<file path="src/hw/gdp_pkg.sv">
// gdp_pkg: offsets, field positions, reset values and timing constants of the
// gate drive protection configuration bank.
// assumes a 20 MHz ref_clk; included by name through gdp_pkg:: only.
package gdp_pkg;
    localparam int unsigned CLK_HZ        = 20_000_000;
    localparam int unsigned ADDR_W        = 4;
    localparam int unsigned DATA_W        = 11;

    localparam logic [3:0]  ADDR_LS_DRIVE = 4'h4;
    localparam logic [3:0]  ADDR_OC_CFG   = 4'h5;
    localparam logic [3:0]  ADDR_SA_CFG   = 4'h6;
    localparam logic [3:0]  ADDR_LOCK     = 4'h8;
    localparam logic [3:0]  ADDR_STATUS   = 4'h9;
    localparam logic [3:0]  ADDR_ACTION   = 4'hA;

    localparam logic [10:0] RST_LS_DRIVE  = 11'h7FF;
    localparam logic [10:0] RST_OC_CFG    = 11'h169;
    localparam logic [10:0] RST_SA_CFG    = 11'h283;

    localparam logic [2:0]  LOCK_CODE     = 3'h6;
    localparam logic [2:0]  UNLOCK_CODE   = 3'h3;

    localparam int unsigned LS_CBC        = 10;
    localparam int unsigned LS_TDRV       = 8;
    localparam int unsigned LS_SRC        = 4;
    localparam int unsigned LS_SNK        = 0;
    localparam int unsigned OC_RETRY_INTERVAL_SELECT     = 10;
    localparam int unsigned OC_DEAD       = 8;
    localparam int unsigned OC_MODE       = 6;
    localparam int unsigned OC_DEG        = 4;
    localparam int unsigned OC_VDS        = 0;
    localparam int unsigned SA_FET        = 10;
    localparam int unsigned SA_DIV        = 9;
    localparam int unsigned SA_LSREF      = 8;
    localparam int unsigned SA_GAIN       = 6;
    localparam int unsigned SA_DIS        = 5;
    localparam int unsigned SA_CAL        = 2;
    localparam int unsigned SA_LVL        = 0;

    localparam logic [1:0]  RESP_LATCH    = 2'h0;
    localparam logic [1:0]  RESP_RETRY    = 2'h1;
    localparam logic [1:0]  RESP_REPORT   = 2'h2;
    localparam logic [1:0]  RESP_OFF      = 2'h3;

    // times in their own units, cycle counts derived
    localparam int unsigned RETRY_LONG_US  = 8000;
    localparam int unsigned RETRY_SHORT_US = 50;
    localparam int unsigned DEG_BASE_US    = 1;
    localparam int unsigned RETRY_LONG_CYC  = RETRY_LONG_US * (CLK_HZ / 1_000_000);
    localparam int unsigned RETRY_SHORT_CYC = RETRY_SHORT_US * (CLK_HZ / 1_000_000);
    localparam int unsigned DEG_BASE_CYC    = DEG_BASE_US * (CLK_HZ / 1_000_000);
    localparam int unsigned CNT_W           = 18;

    typedef enum logic [1:0] {
        ST_IDLE  = 2'b00,
        ST_FILT  = 2'b01,
        ST_FAULT = 2'b11
    } gdp_state_t;
endpackage

</file>
<file path="src/hw/gdp_bank.sv">
// gdp_bank: three configuration registers, a shutdown scope register, a status register, a lock, and the overcurrent
// deglitch / response / retry sequencer that the settings steer.
// assumes synchronous inputs on ref_clk and a master that never overlaps strobes.
//
// Notes on behaviour
// pwm edge clears an auto-retry fault early only if cycle clear set
// peak drive time code 00..11 selects 500..4000 ns, resets to 11
// low-side source current code, resets to 1111
// low-side sink current code, resets to 1111
// retry interval 8 ms when bit clear (reset), 50 us when set
// dead time code 00..11 selects 50..400 ns, resets to 01
// response 00 latches the fault until explicitly cleared
// response 01 (reset) retries automatically after the retry condition
// response 10 reports only, outputs not shut down
// response 11 neither reports nor acts
// overcurrent must persist 1, 2, 4 or 8 us; resets to code 10
// drain-source threshold code, resets to 1001
// amp input select routes switch node and forces low-side reference to one
// reference divide bit: full reference at 0, half at 1 (reset)
// low-side reference selects shunt-positive (0) or shunt-negative (1)
// amplifier gain code 00..11 gives 5..40 V/V, resets to 10
// shunt fault disable suppresses shunt overcurrent when set
// per-phase calibration bits short that amplifier's inputs
// shunt trip threshold code 00..11, resets to 11
// amplifier register exists only when the amplifier variant is built
// writes ignored while locked; 110 locks, 011 unlocks
// shutdown scope: affected half-bridge at 0, all three at 1
// every stored field bit reads back exactly as written; low-side reference reads 1 whenever amp input select was written set
`timescale 1ns/1ns
module gdp_bank #(
    parameter bit          HAS_AMP   = 1'b1,
    parameter int unsigned RETRY_LONG = gdp_pkg::RETRY_LONG_CYC
) (
    input  wire logic        ref_clk,
    input  wire logic        rstn,
    input  wire logic [3:0]  addr,
    input  wire logic [10:0] wdata,
    input  wire logic        wr_en,
    input  wire logic        rd_en,
    output logic      [10:0] rdata,
    input  wire logic [2:0]  drain_source_overcurrent,
    input  wire logic [2:0]  shunt_overcurrent,
    input  wire logic        pwm_edge,
    input  wire logic        fault_clear,
    output logic      [2:0]  bridge_shutdown,
    output logic             fault_report,
    output logic      [10:0] low_side_drive_cfg,
    output logic      [10:0] overcurrent_cfg,
    output logic      [10:0] sense_amp_cfg
);
    typedef struct packed {
        logic [10:0]         ls;
        logic [10:0]         oc;
        logic [10:0]         sa;
        logic                locked;
        logic                scope;
        logic [10:0]         rdata;
        gdp_pkg::gdp_state_t st;
        logic [17:0]         cnt;
        logic [2:0]          phase;
        logic [2:0]          shut;
        logic                rep;
    } gdp_state_s_t;

    gdp_state_s_t s_q;
    gdp_state_s_t s_d;

    // deglitch length in cycles: 1 us doubled per code step
    function automatic logic [17:0] deg_cycles(input logic [1:0] code);
        deg_cycles = 18'(gdp_pkg::DEG_BASE_CYC) << code;
    endfunction

    logic [2:0] oc_raw;
    logic [1:0] resp;
    logic       sen_en;

    always_comb begin
        s_d     = s_q;
        resp    = s_q.oc[gdp_pkg::OC_MODE +: 2];
        sen_en  = HAS_AMP && !s_q.sa[gdp_pkg::SA_DIS];
        oc_raw  = drain_source_overcurrent | (sen_en ? shunt_overcurrent : 3'h0);
        s_d.rdata = 11'h000;
        if (rd_en) begin
            case (addr)
                gdp_pkg::ADDR_LS_DRIVE: s_d.rdata = s_q.ls;
                gdp_pkg::ADDR_OC_CFG:   s_d.rdata = s_q.oc;
                gdp_pkg::ADDR_SA_CFG:   s_d.rdata = HAS_AMP ? s_q.sa : 11'h000;
                gdp_pkg::ADDR_LOCK:     s_d.rdata = {10'h000, s_q.locked};
                gdp_pkg::ADDR_STATUS:   s_d.rdata = {5'h00, s_q.st == gdp_pkg::ST_FAULT,
                                                     s_q.rep, s_q.shut, 1'b0};
                gdp_pkg::ADDR_ACTION:   s_d.rdata = {10'h000, s_q.scope};
                default:                s_d.rdata = 11'h000;
            endcase
        end
        if (wr_en) begin
            if (addr == gdp_pkg::ADDR_LOCK) begin
                if (!s_q.locked && wdata[2:0] == gdp_pkg::LOCK_CODE) begin
                    s_d.locked = 1'b1;
                end else if (s_q.locked && wdata[2:0] == gdp_pkg::UNLOCK_CODE) begin
                    s_d.locked = 1'b0;
                end
            end else if (!s_q.locked) begin
                case (addr)
                    gdp_pkg::ADDR_LS_DRIVE: s_d.ls = wdata;
                    gdp_pkg::ADDR_OC_CFG:   s_d.oc = wdata;
                    gdp_pkg::ADDR_SA_CFG: begin
                        if (HAS_AMP) begin
                            s_d.sa = wdata;
                            if (wdata[gdp_pkg::SA_FET]) begin
                                s_d.sa[gdp_pkg::SA_LSREF] = 1'b1;
                            end
                        end
                    end
                    gdp_pkg::ADDR_ACTION:   s_d.scope = wdata[0];
                    default: ;
                endcase
            end
        end
        case (s_q.st)
            gdp_pkg::ST_IDLE: begin
                s_d.cnt = 18'h00000;
                if (oc_raw != 3'h0 && resp != gdp_pkg::RESP_OFF) begin
                    s_d.st    = gdp_pkg::ST_FILT;
                    s_d.phase = oc_raw;
                end
            end
            gdp_pkg::ST_FILT: begin
                if (oc_raw == 3'h0 || resp == gdp_pkg::RESP_OFF) begin
                    s_d.st = gdp_pkg::ST_IDLE;
                end else if (s_q.cnt + 18'h00001 >= deg_cycles(s_q.oc[gdp_pkg::OC_DEG +: 2])) begin
                    s_d.st    = gdp_pkg::ST_FAULT;
                    s_d.cnt   = 18'h00000;
                    s_d.rep   = 1'b1;
                    s_d.phase = s_q.phase | oc_raw;
                    if (resp != gdp_pkg::RESP_REPORT) begin
                        s_d.shut = s_q.scope ? 3'h7 : (s_q.phase | oc_raw);
                    end
                end else begin
                    s_d.cnt = s_q.cnt + 18'h00001;
                end
            end
            gdp_pkg::ST_FAULT: begin
                s_d.cnt = s_q.cnt + 18'h00001;
                if (resp == gdp_pkg::RESP_RETRY) begin
                    if ((s_q.ls[gdp_pkg::LS_CBC] && pwm_edge)
                        || s_q.cnt + 18'h00001 >= (s_q.oc[gdp_pkg::OC_RETRY_INTERVAL_SELECT]
                            ? 18'(gdp_pkg::RETRY_SHORT_CYC) : 18'(RETRY_LONG))) begin
                        s_d.st = gdp_pkg::ST_IDLE;
                    end
                end else if (resp == gdp_pkg::RESP_LATCH) begin
                    if (fault_clear) begin
                        s_d.st = gdp_pkg::ST_IDLE;
                    end
                end else begin
                    if (oc_raw == 3'h0 || resp == gdp_pkg::RESP_OFF) begin
                        s_d.st = gdp_pkg::ST_IDLE;
                    end
                end
                if (s_d.st == gdp_pkg::ST_IDLE) begin
                    s_d.shut = 3'h0;
                    s_d.rep  = 1'b0;
                end
            end
            default: s_d.st = gdp_pkg::ST_IDLE;
        endcase
    end

    always_ff @(posedge ref_clk or negedge rstn) begin
        if (!rstn) begin
            s_q        <= '0;
            s_q.ls     <= gdp_pkg::RST_LS_DRIVE;
            s_q.oc     <= gdp_pkg::RST_OC_CFG;
            s_q.sa     <= gdp_pkg::RST_SA_CFG;
            s_q.st     <= gdp_pkg::ST_IDLE;
        end else begin
            s_q <= s_d;
        end
    end

    assign rdata              = s_q.rdata;
    assign bridge_shutdown    = s_q.shut;
    assign fault_report       = s_q.rep;
    assign low_side_drive_cfg = s_q.ls;
    assign overcurrent_cfg    = s_q.oc;
    assign sense_amp_cfg      = HAS_AMP ? s_q.sa : 11'h000;

    a_lock_blocks: assert property (@(posedge ref_clk) disable iff (!rstn)
        s_q.locked && wr_en && addr == gdp_pkg::ADDR_OC_CFG |=> $stable(s_q.oc))
        else $error("write accepted while locked");
    a_fet_forces_ref: assert property (@(posedge ref_clk) disable iff (!rstn)
        !s_q.locked && wr_en && addr == gdp_pkg::ADDR_SA_CFG && wdata[10] && HAS_AMP
        |=> s_q.sa[gdp_pkg::SA_LSREF])
        else $error("low-side reference not forced");
    a_readback_ls: assert property (@(posedge ref_clk) disable iff (!rstn)
        !s_q.locked && wr_en && addr == gdp_pkg::ADDR_LS_DRIVE ##1 rd_en
        && addr == gdp_pkg::ADDR_LS_DRIVE |=> rdata == $past(wdata, 2))
        else $error("readback mismatch");
    a_report_no_shut: assert property (@(posedge ref_clk) disable iff (!rstn)
        resp == gdp_pkg::RESP_REPORT && s_q.st == gdp_pkg::ST_FILT
        && s_d.st == gdp_pkg::ST_FAULT |=> bridge_shutdown == 3'h0 && fault_report)
        else $error("report-only mode shut a bridge");
    a_off_silent: assert property (@(posedge ref_clk) disable iff (!rstn)
        resp == gdp_pkg::RESP_OFF && s_q.st != gdp_pkg::ST_FAULT
        |=> s_q.st != gdp_pkg::ST_FAULT && !fault_report)
        else $error("fault raised with response off");
    a_latch_holds: assert property (@(posedge ref_clk) disable iff (!rstn)
        s_q.st == gdp_pkg::ST_FAULT && resp == gdp_pkg::RESP_LATCH && !fault_clear
        |=> s_q.st == gdp_pkg::ST_FAULT)
        else $error("latched fault released");
    a_cbc_clear: assert property (@(posedge ref_clk) disable iff (!rstn)
        s_q.st == gdp_pkg::ST_FAULT && resp == gdp_pkg::RESP_RETRY && pwm_edge
        && s_q.ls[gdp_pkg::LS_CBC] |=> s_q.st == gdp_pkg::ST_IDLE && !fault_report)
        else $error("pwm edge did not clear fault");
    a_scope_all: assert property (@(posedge ref_clk) disable iff (!rstn)
        s_q.scope && resp != gdp_pkg::RESP_REPORT && s_q.st == gdp_pkg::ST_FILT
        && s_d.st == gdp_pkg::ST_FAULT |=> bridge_shutdown == 3'h7)
        else $error("scope all did not shut three bridges");
endmodule

</file>
<file path="config.mk">
export PLATFORM = sky130hd
export DESIGN_NAME = gdp_bank
export DESIGN_NICKNAME = d
export VERILOG_FILES = /design/src/hw/gdp_pkg.sv /design/src/hw/gdp_bank.sv
export SDC_FILE = /design/constraint.sdc
export NUM_CORES = 1
export LEC_CHECK = 0
export ABC_AREA = 1
export BUFFER_PORTS_ARGS = -buffer_cell sky130_fd_sc_hd__buf_2
export CAP_MARGIN = 20
export CORE_MARGIN = 2
export CORE_UTILIZATION = 35
export DETAILED_ROUTE_END_ITERATION = 10
export GPL_TIMING_DRIVEN = 0
export PLACE_DENSITY = 0.55
export SYNTH_ARGS = -nofsm -noshare
export SYNTH_HDL_FRONTEND = slang
export SYNTH_SLANG_ARGS = --single-unit
export TNS_END_PERCENT = 100
</file>
<file path="constraint.sdc">
create_clock -name ref_clk -period 2.9 [get_ports ref_clk]
set_input_delay 0 -clock ref_clk [delete_from_list [all_inputs] [get_ports ref_clk]]
set_output_delay 0 -clock ref_clk [all_outputs]
set_load 0.05 [all_outputs]
</file>
==> load_flow_metrics.sql <==
INSERT INTO impl_metrics (metric_group, metric, value, unit) VALUES
('run_status', 'run_status', 'finished, final reports clean', ''),
('floorplan', 'initial_utilization', '0.358', ''),
('placement', 'io_buffer_count', '74', ''),
('worst_setup_path', 'worstSetupPathType', 'reg -> reg', ''),
('grt', 'grt_max_degree', '65', ''),
('routing', 'detail_route.iter0.violations', '230', ''),
('synth', 'synth.net_count', '618', ''),
('final_layout', 'multi_input_area', '1980', 'um^2'),
('final_layout', 'layout.nets', '717', ''),
('final_layout', 'drive_above_1_share', '0.286', ''),
('grt', 'globalRoute.totalOverflow', '0', ''),
('grt', 'grt_first_pass_wirelength', '20500', 'um'),
('cts', 'clkLatencyLatePin', '0.34', 'ns'),
('routing', 'drtPass1Iterations', '5', ''),
('worst_setup_path', 'worst_setup_path_start_kind', 'flip-flop', ''),
('pwr', 'power_density_over_cell_area', '705', 'nW/um^2'),
('cts', 'clock_tree.buffer_depth', '2', ''),
('timing', 'timing.final.crit_share', '0.919', ''),
('grt', 'antenna_found_initial', '0', ''),
('synth', 'synth_edf_count', '0', ''),
('floorplan', 'chipWidth', '117', 'um'),
('cts', 'clock_sink_count', '73', ''),
('timing', 'fin_worst_skew', '0.0110', 'ns'),
('grt', 'first_global_vias', '4034', ''),
('synth', 'asyncSetResetFlopFracSynth', '1.00', ''),
('final_layout', 'fillers', '1282', ''),
('synth', 'yosys_warnings', '0', ''),
('worst_setup_path', 'worstPathArrival', '2.89', 'ns'),
('worst_setup_path', 'required', '3.13', 'ns'),
('floorplan', 'die_area', '13800', 'um^2'),
('floorplan', 'ios', '75', ''),
('timing', 'final-setup-viol-count', '0', ''),
('timing', 'finalHoldViolations', '0', ''),
('min_path', 'hold-path-cell-count', '3', ''),
('placement', 'hpwlAfterDp', '9180', 'um'),
('synth', 'cells_after_synthesis', '574', ''),
('timing', 'period_needed', '2.66', 'ns'),
('timing', 'maxSlewHeadroom', '0.564', ''),
('routing', 'routed_via_count', '4085', ''),
('placement', 'place_congestion', '0.800', ''),
('cts', 'cts_tree', 'done', ''),
('synth', 'ys.flop_type', 'dfrtp_1', ''),
('grt', 'grtUsageTotal', '0.185', ''),
('final_layout', 'layout-area-overhead-vs-synth', '24.2', '%'),
('synth', 'synth_sequential_area_ratio', '0.412', ''),
('floorplan', 'design.core.area', '12600', 'um^2'),
('synth', 'synth-seq-cells', '73', ''),
('worst_setup_path', 'cp_max_fo', '8', ''),
('pwr', 'max-vdd-ir-drop', '403', 'uV'),
('routing', 'viasPerCell', '4.81', ''),
('timing', 'slew_viol_final', '0', ''),
('cts', 'clk_tree_root_cell', 'clkbuf_16', ''),
('final_layout', 'final_core_utilization', '0.444', ''),
('pwr', 'total_leakage_power', '0.00290', 'uW'),
('worst_setup_path', 'r2r.worst_path.cells', '16', ''),
('worst_setup_path', 'timing.critical_path.to_type', 'flip-flop', ''),
('cts', 'clock_tree.htree_level_count', '3', ''),
('routing', 'routed_wire_length_per_instance', '14.5', 'um'),
('floorplan', 'die_height', '117', 'um'),
('timing', 'max_clock_freq', '375', 'MHz'),
('timing', 'worst_pin_slew', '0.654', 'ns'),
('min_path', 'min_path_type', 'in -> reg', ''),
('final_layout', 'n_antenna_cell', '0', ''),
('routing', 'detail-route-antenna-nets', '0', ''),
('cts', 'cts.clk_slew.worst_paths', '0.07', 'ns'),
('routing', 'finalWirelength', '12300', 'um'),
('routing', 'drcViolationCount', '0', ''),
('floorplan', 'standard_cell_row_count', '41', ''),
('synth', 'synth_area', '4490', 'um^2'),
('synth', 'synth.avg_cell_area', '7.83', 'um^2'),
('synth', 'ys_types', '40', ''),
('final_layout', 'layout.area.seq', '1850', 'um^2'),
('run', 'max_cap_viol_count', '0', ''),
('timing', 'totalNegativeSetupSlack', '0', 'ns'),
('cts', 'tritoncts.num_buffers', '9', '');
layout by cell type (no fill, tap or decap), types with 11 or more instances in the layout:
master / synthesis / layout
buf_2: 1 / 74
inv_1: 73 / 73
dlygate4sd3_1: 0 / 12
dfstp_2: 20 / 20
dfrtp_1: 53 / 52
nor2_2: 11 / 11
ha_1: 17 / 17
nor2_1: 37 / 37
buf_4: 47 / 49
nand2_1: 141 / 141
nand3_1: 37 / 37
o21ai_0: 45 / 45
metal layers:
layer | vias to the layer above | track usage | part of all wire
met1 | 1933 | 0.259 | 0.48
li1 | 2017 | - | -
met3 | 19 | 0.0263 | 0.046
met4 | 0 | 0.0776 | 0.023
met2 | 116 | 0.286 | 0.45
met5 | - | 0 | 0
cells by family after synthesis:
logic type	Yosys count	share of synthesized area
adders and majority gates	17	0.0473
and+or+nand+nor	254	0.255
buffers and inverters	133	0.151
DFF	73	0.412
AOI/OAI and AO/OA	92	0.126
xor gates and xnor gates	5	0.00974
synthesized netlist by cell type, drive strengths merged (2+ instances only):
cell    instances  area, um^2
inv            74         278
dfstp          20         526
xor2            5        43.8
nor3            4        30.0
o22ai          10        62.6
nand3          40         215
clkbuf          9        33.8
nand4           5        31.3
nor2           50         230
clkinv          2        7.51
o21ai          49         245
o211ai          3        22.5
buf            48         358
a221oi          6        52.6
nand2         152         618
dfrtp          53        1330
a21oi          11        66.3
a32o            5        50.1
ha             17         213
state kept, by name, summed over array words and instances (netlist names):
name,cells
low_side_drive_cfg,11
bridge_shutdown,3
rdata,11
fault_report,1
overcurrent_cfg,11
s_q,25
sense_amp_cfg,11
per-stage QoR:
stage / total power [uW] / hold slack, ns / cells / setup WS (ns) / instance area, um^2
3_3_place_gp: 2680 / 0.274 / 820 / 0.0735 / 5080
5_1_grt: 4160 / 0.0278 / 850 / -0.00134 / 5580
4_1_cts: 3960 / 0.00829 / 849 / 0.0583 / 5560
2_1_floorplan: 2350 / -0.296 / 574 / 0.519 / 4490
3_5_place_dp: 2700 / -0.146 / 821 / 0.0120 / 5110
6_report: 3940 / 0.0127 / 850 / 0.236 / 5580
cell type report:
class                   count  area share
well taps                 172      0.0385
clock buffers              10      0.0428
clock inverters             6      0.0164
multi-input cells         368       0.355
plain buffers              57      0.0701
flip-flops and latches     73       0.332
inverters                  76      0.0511
repair buffers             88      0.0946
worst max-delay path, cell delays in order (launching register included):
cell	delay (ns)
dfrtp_2	0.44
ha_1	0.24
nand2_1	0.16
nor2_4	0.20
nand3_1	0.13
xor2_1	0.33
inv_1	0.08
ha_1	0.28
nand2_1	0.06
nor2_2	0.10
nand3_1	0.08
nand4_1	0.10
nand2_1	0.08
nand2_2	0.10
nand2_2	0.07
nand2_1	0.06
nand2_1	0.04
final timing paths:
path                                                   start                                 to  slack, ns
hold / removal                                      wdata[0]       sense_amp_cfg[0]$_DFFE_PN1P_       0.01
min in group asynchronous                               rstn                s_q[17]$_DFFE_PN0P_       0.04
setup reg to reg                          s_q[7]$_DFFE_PN0P_     bridge_shutdown[2]$_DFFE_PN0P_       0.24
hold reg to reg            low_side_drive_cfg[6]$_DFFE_PN1P_  low_side_drive_cfg[6]$_DFFE_PN1P_       0.50
setup / recovery                          s_q[7]$_DFFE_PN0P_     bridge_shutdown[2]$_DFFE_PN0P_       0.24
max in group asynchronous                               rstn  low_side_drive_cfg[5]$_DFFE_PN1P_       2.26
where the power goes:
| group | internal, uW | total (uW) | switching [uW] |
|---|---|---|---|
| registers | 1200 | 1360 | 158 |
| clock network | 780 | 1240 | 461 |
| logic | 426 | 1340 | 915 |
| total | 2410 | 3940 | 1530 |
timing repair:
item / CTS / global route
hold buffers: 12 / 0
buffers inserted: 0 / 1
setup endpoints to repair: 3 / 13
cloned: 0 / 0
gates resized for setup: 1 / 2
hold endpoints to repair: 85 / 0
pin swaps: 0 / 1
Note: power is estimated with default switching activity, not from simulation.
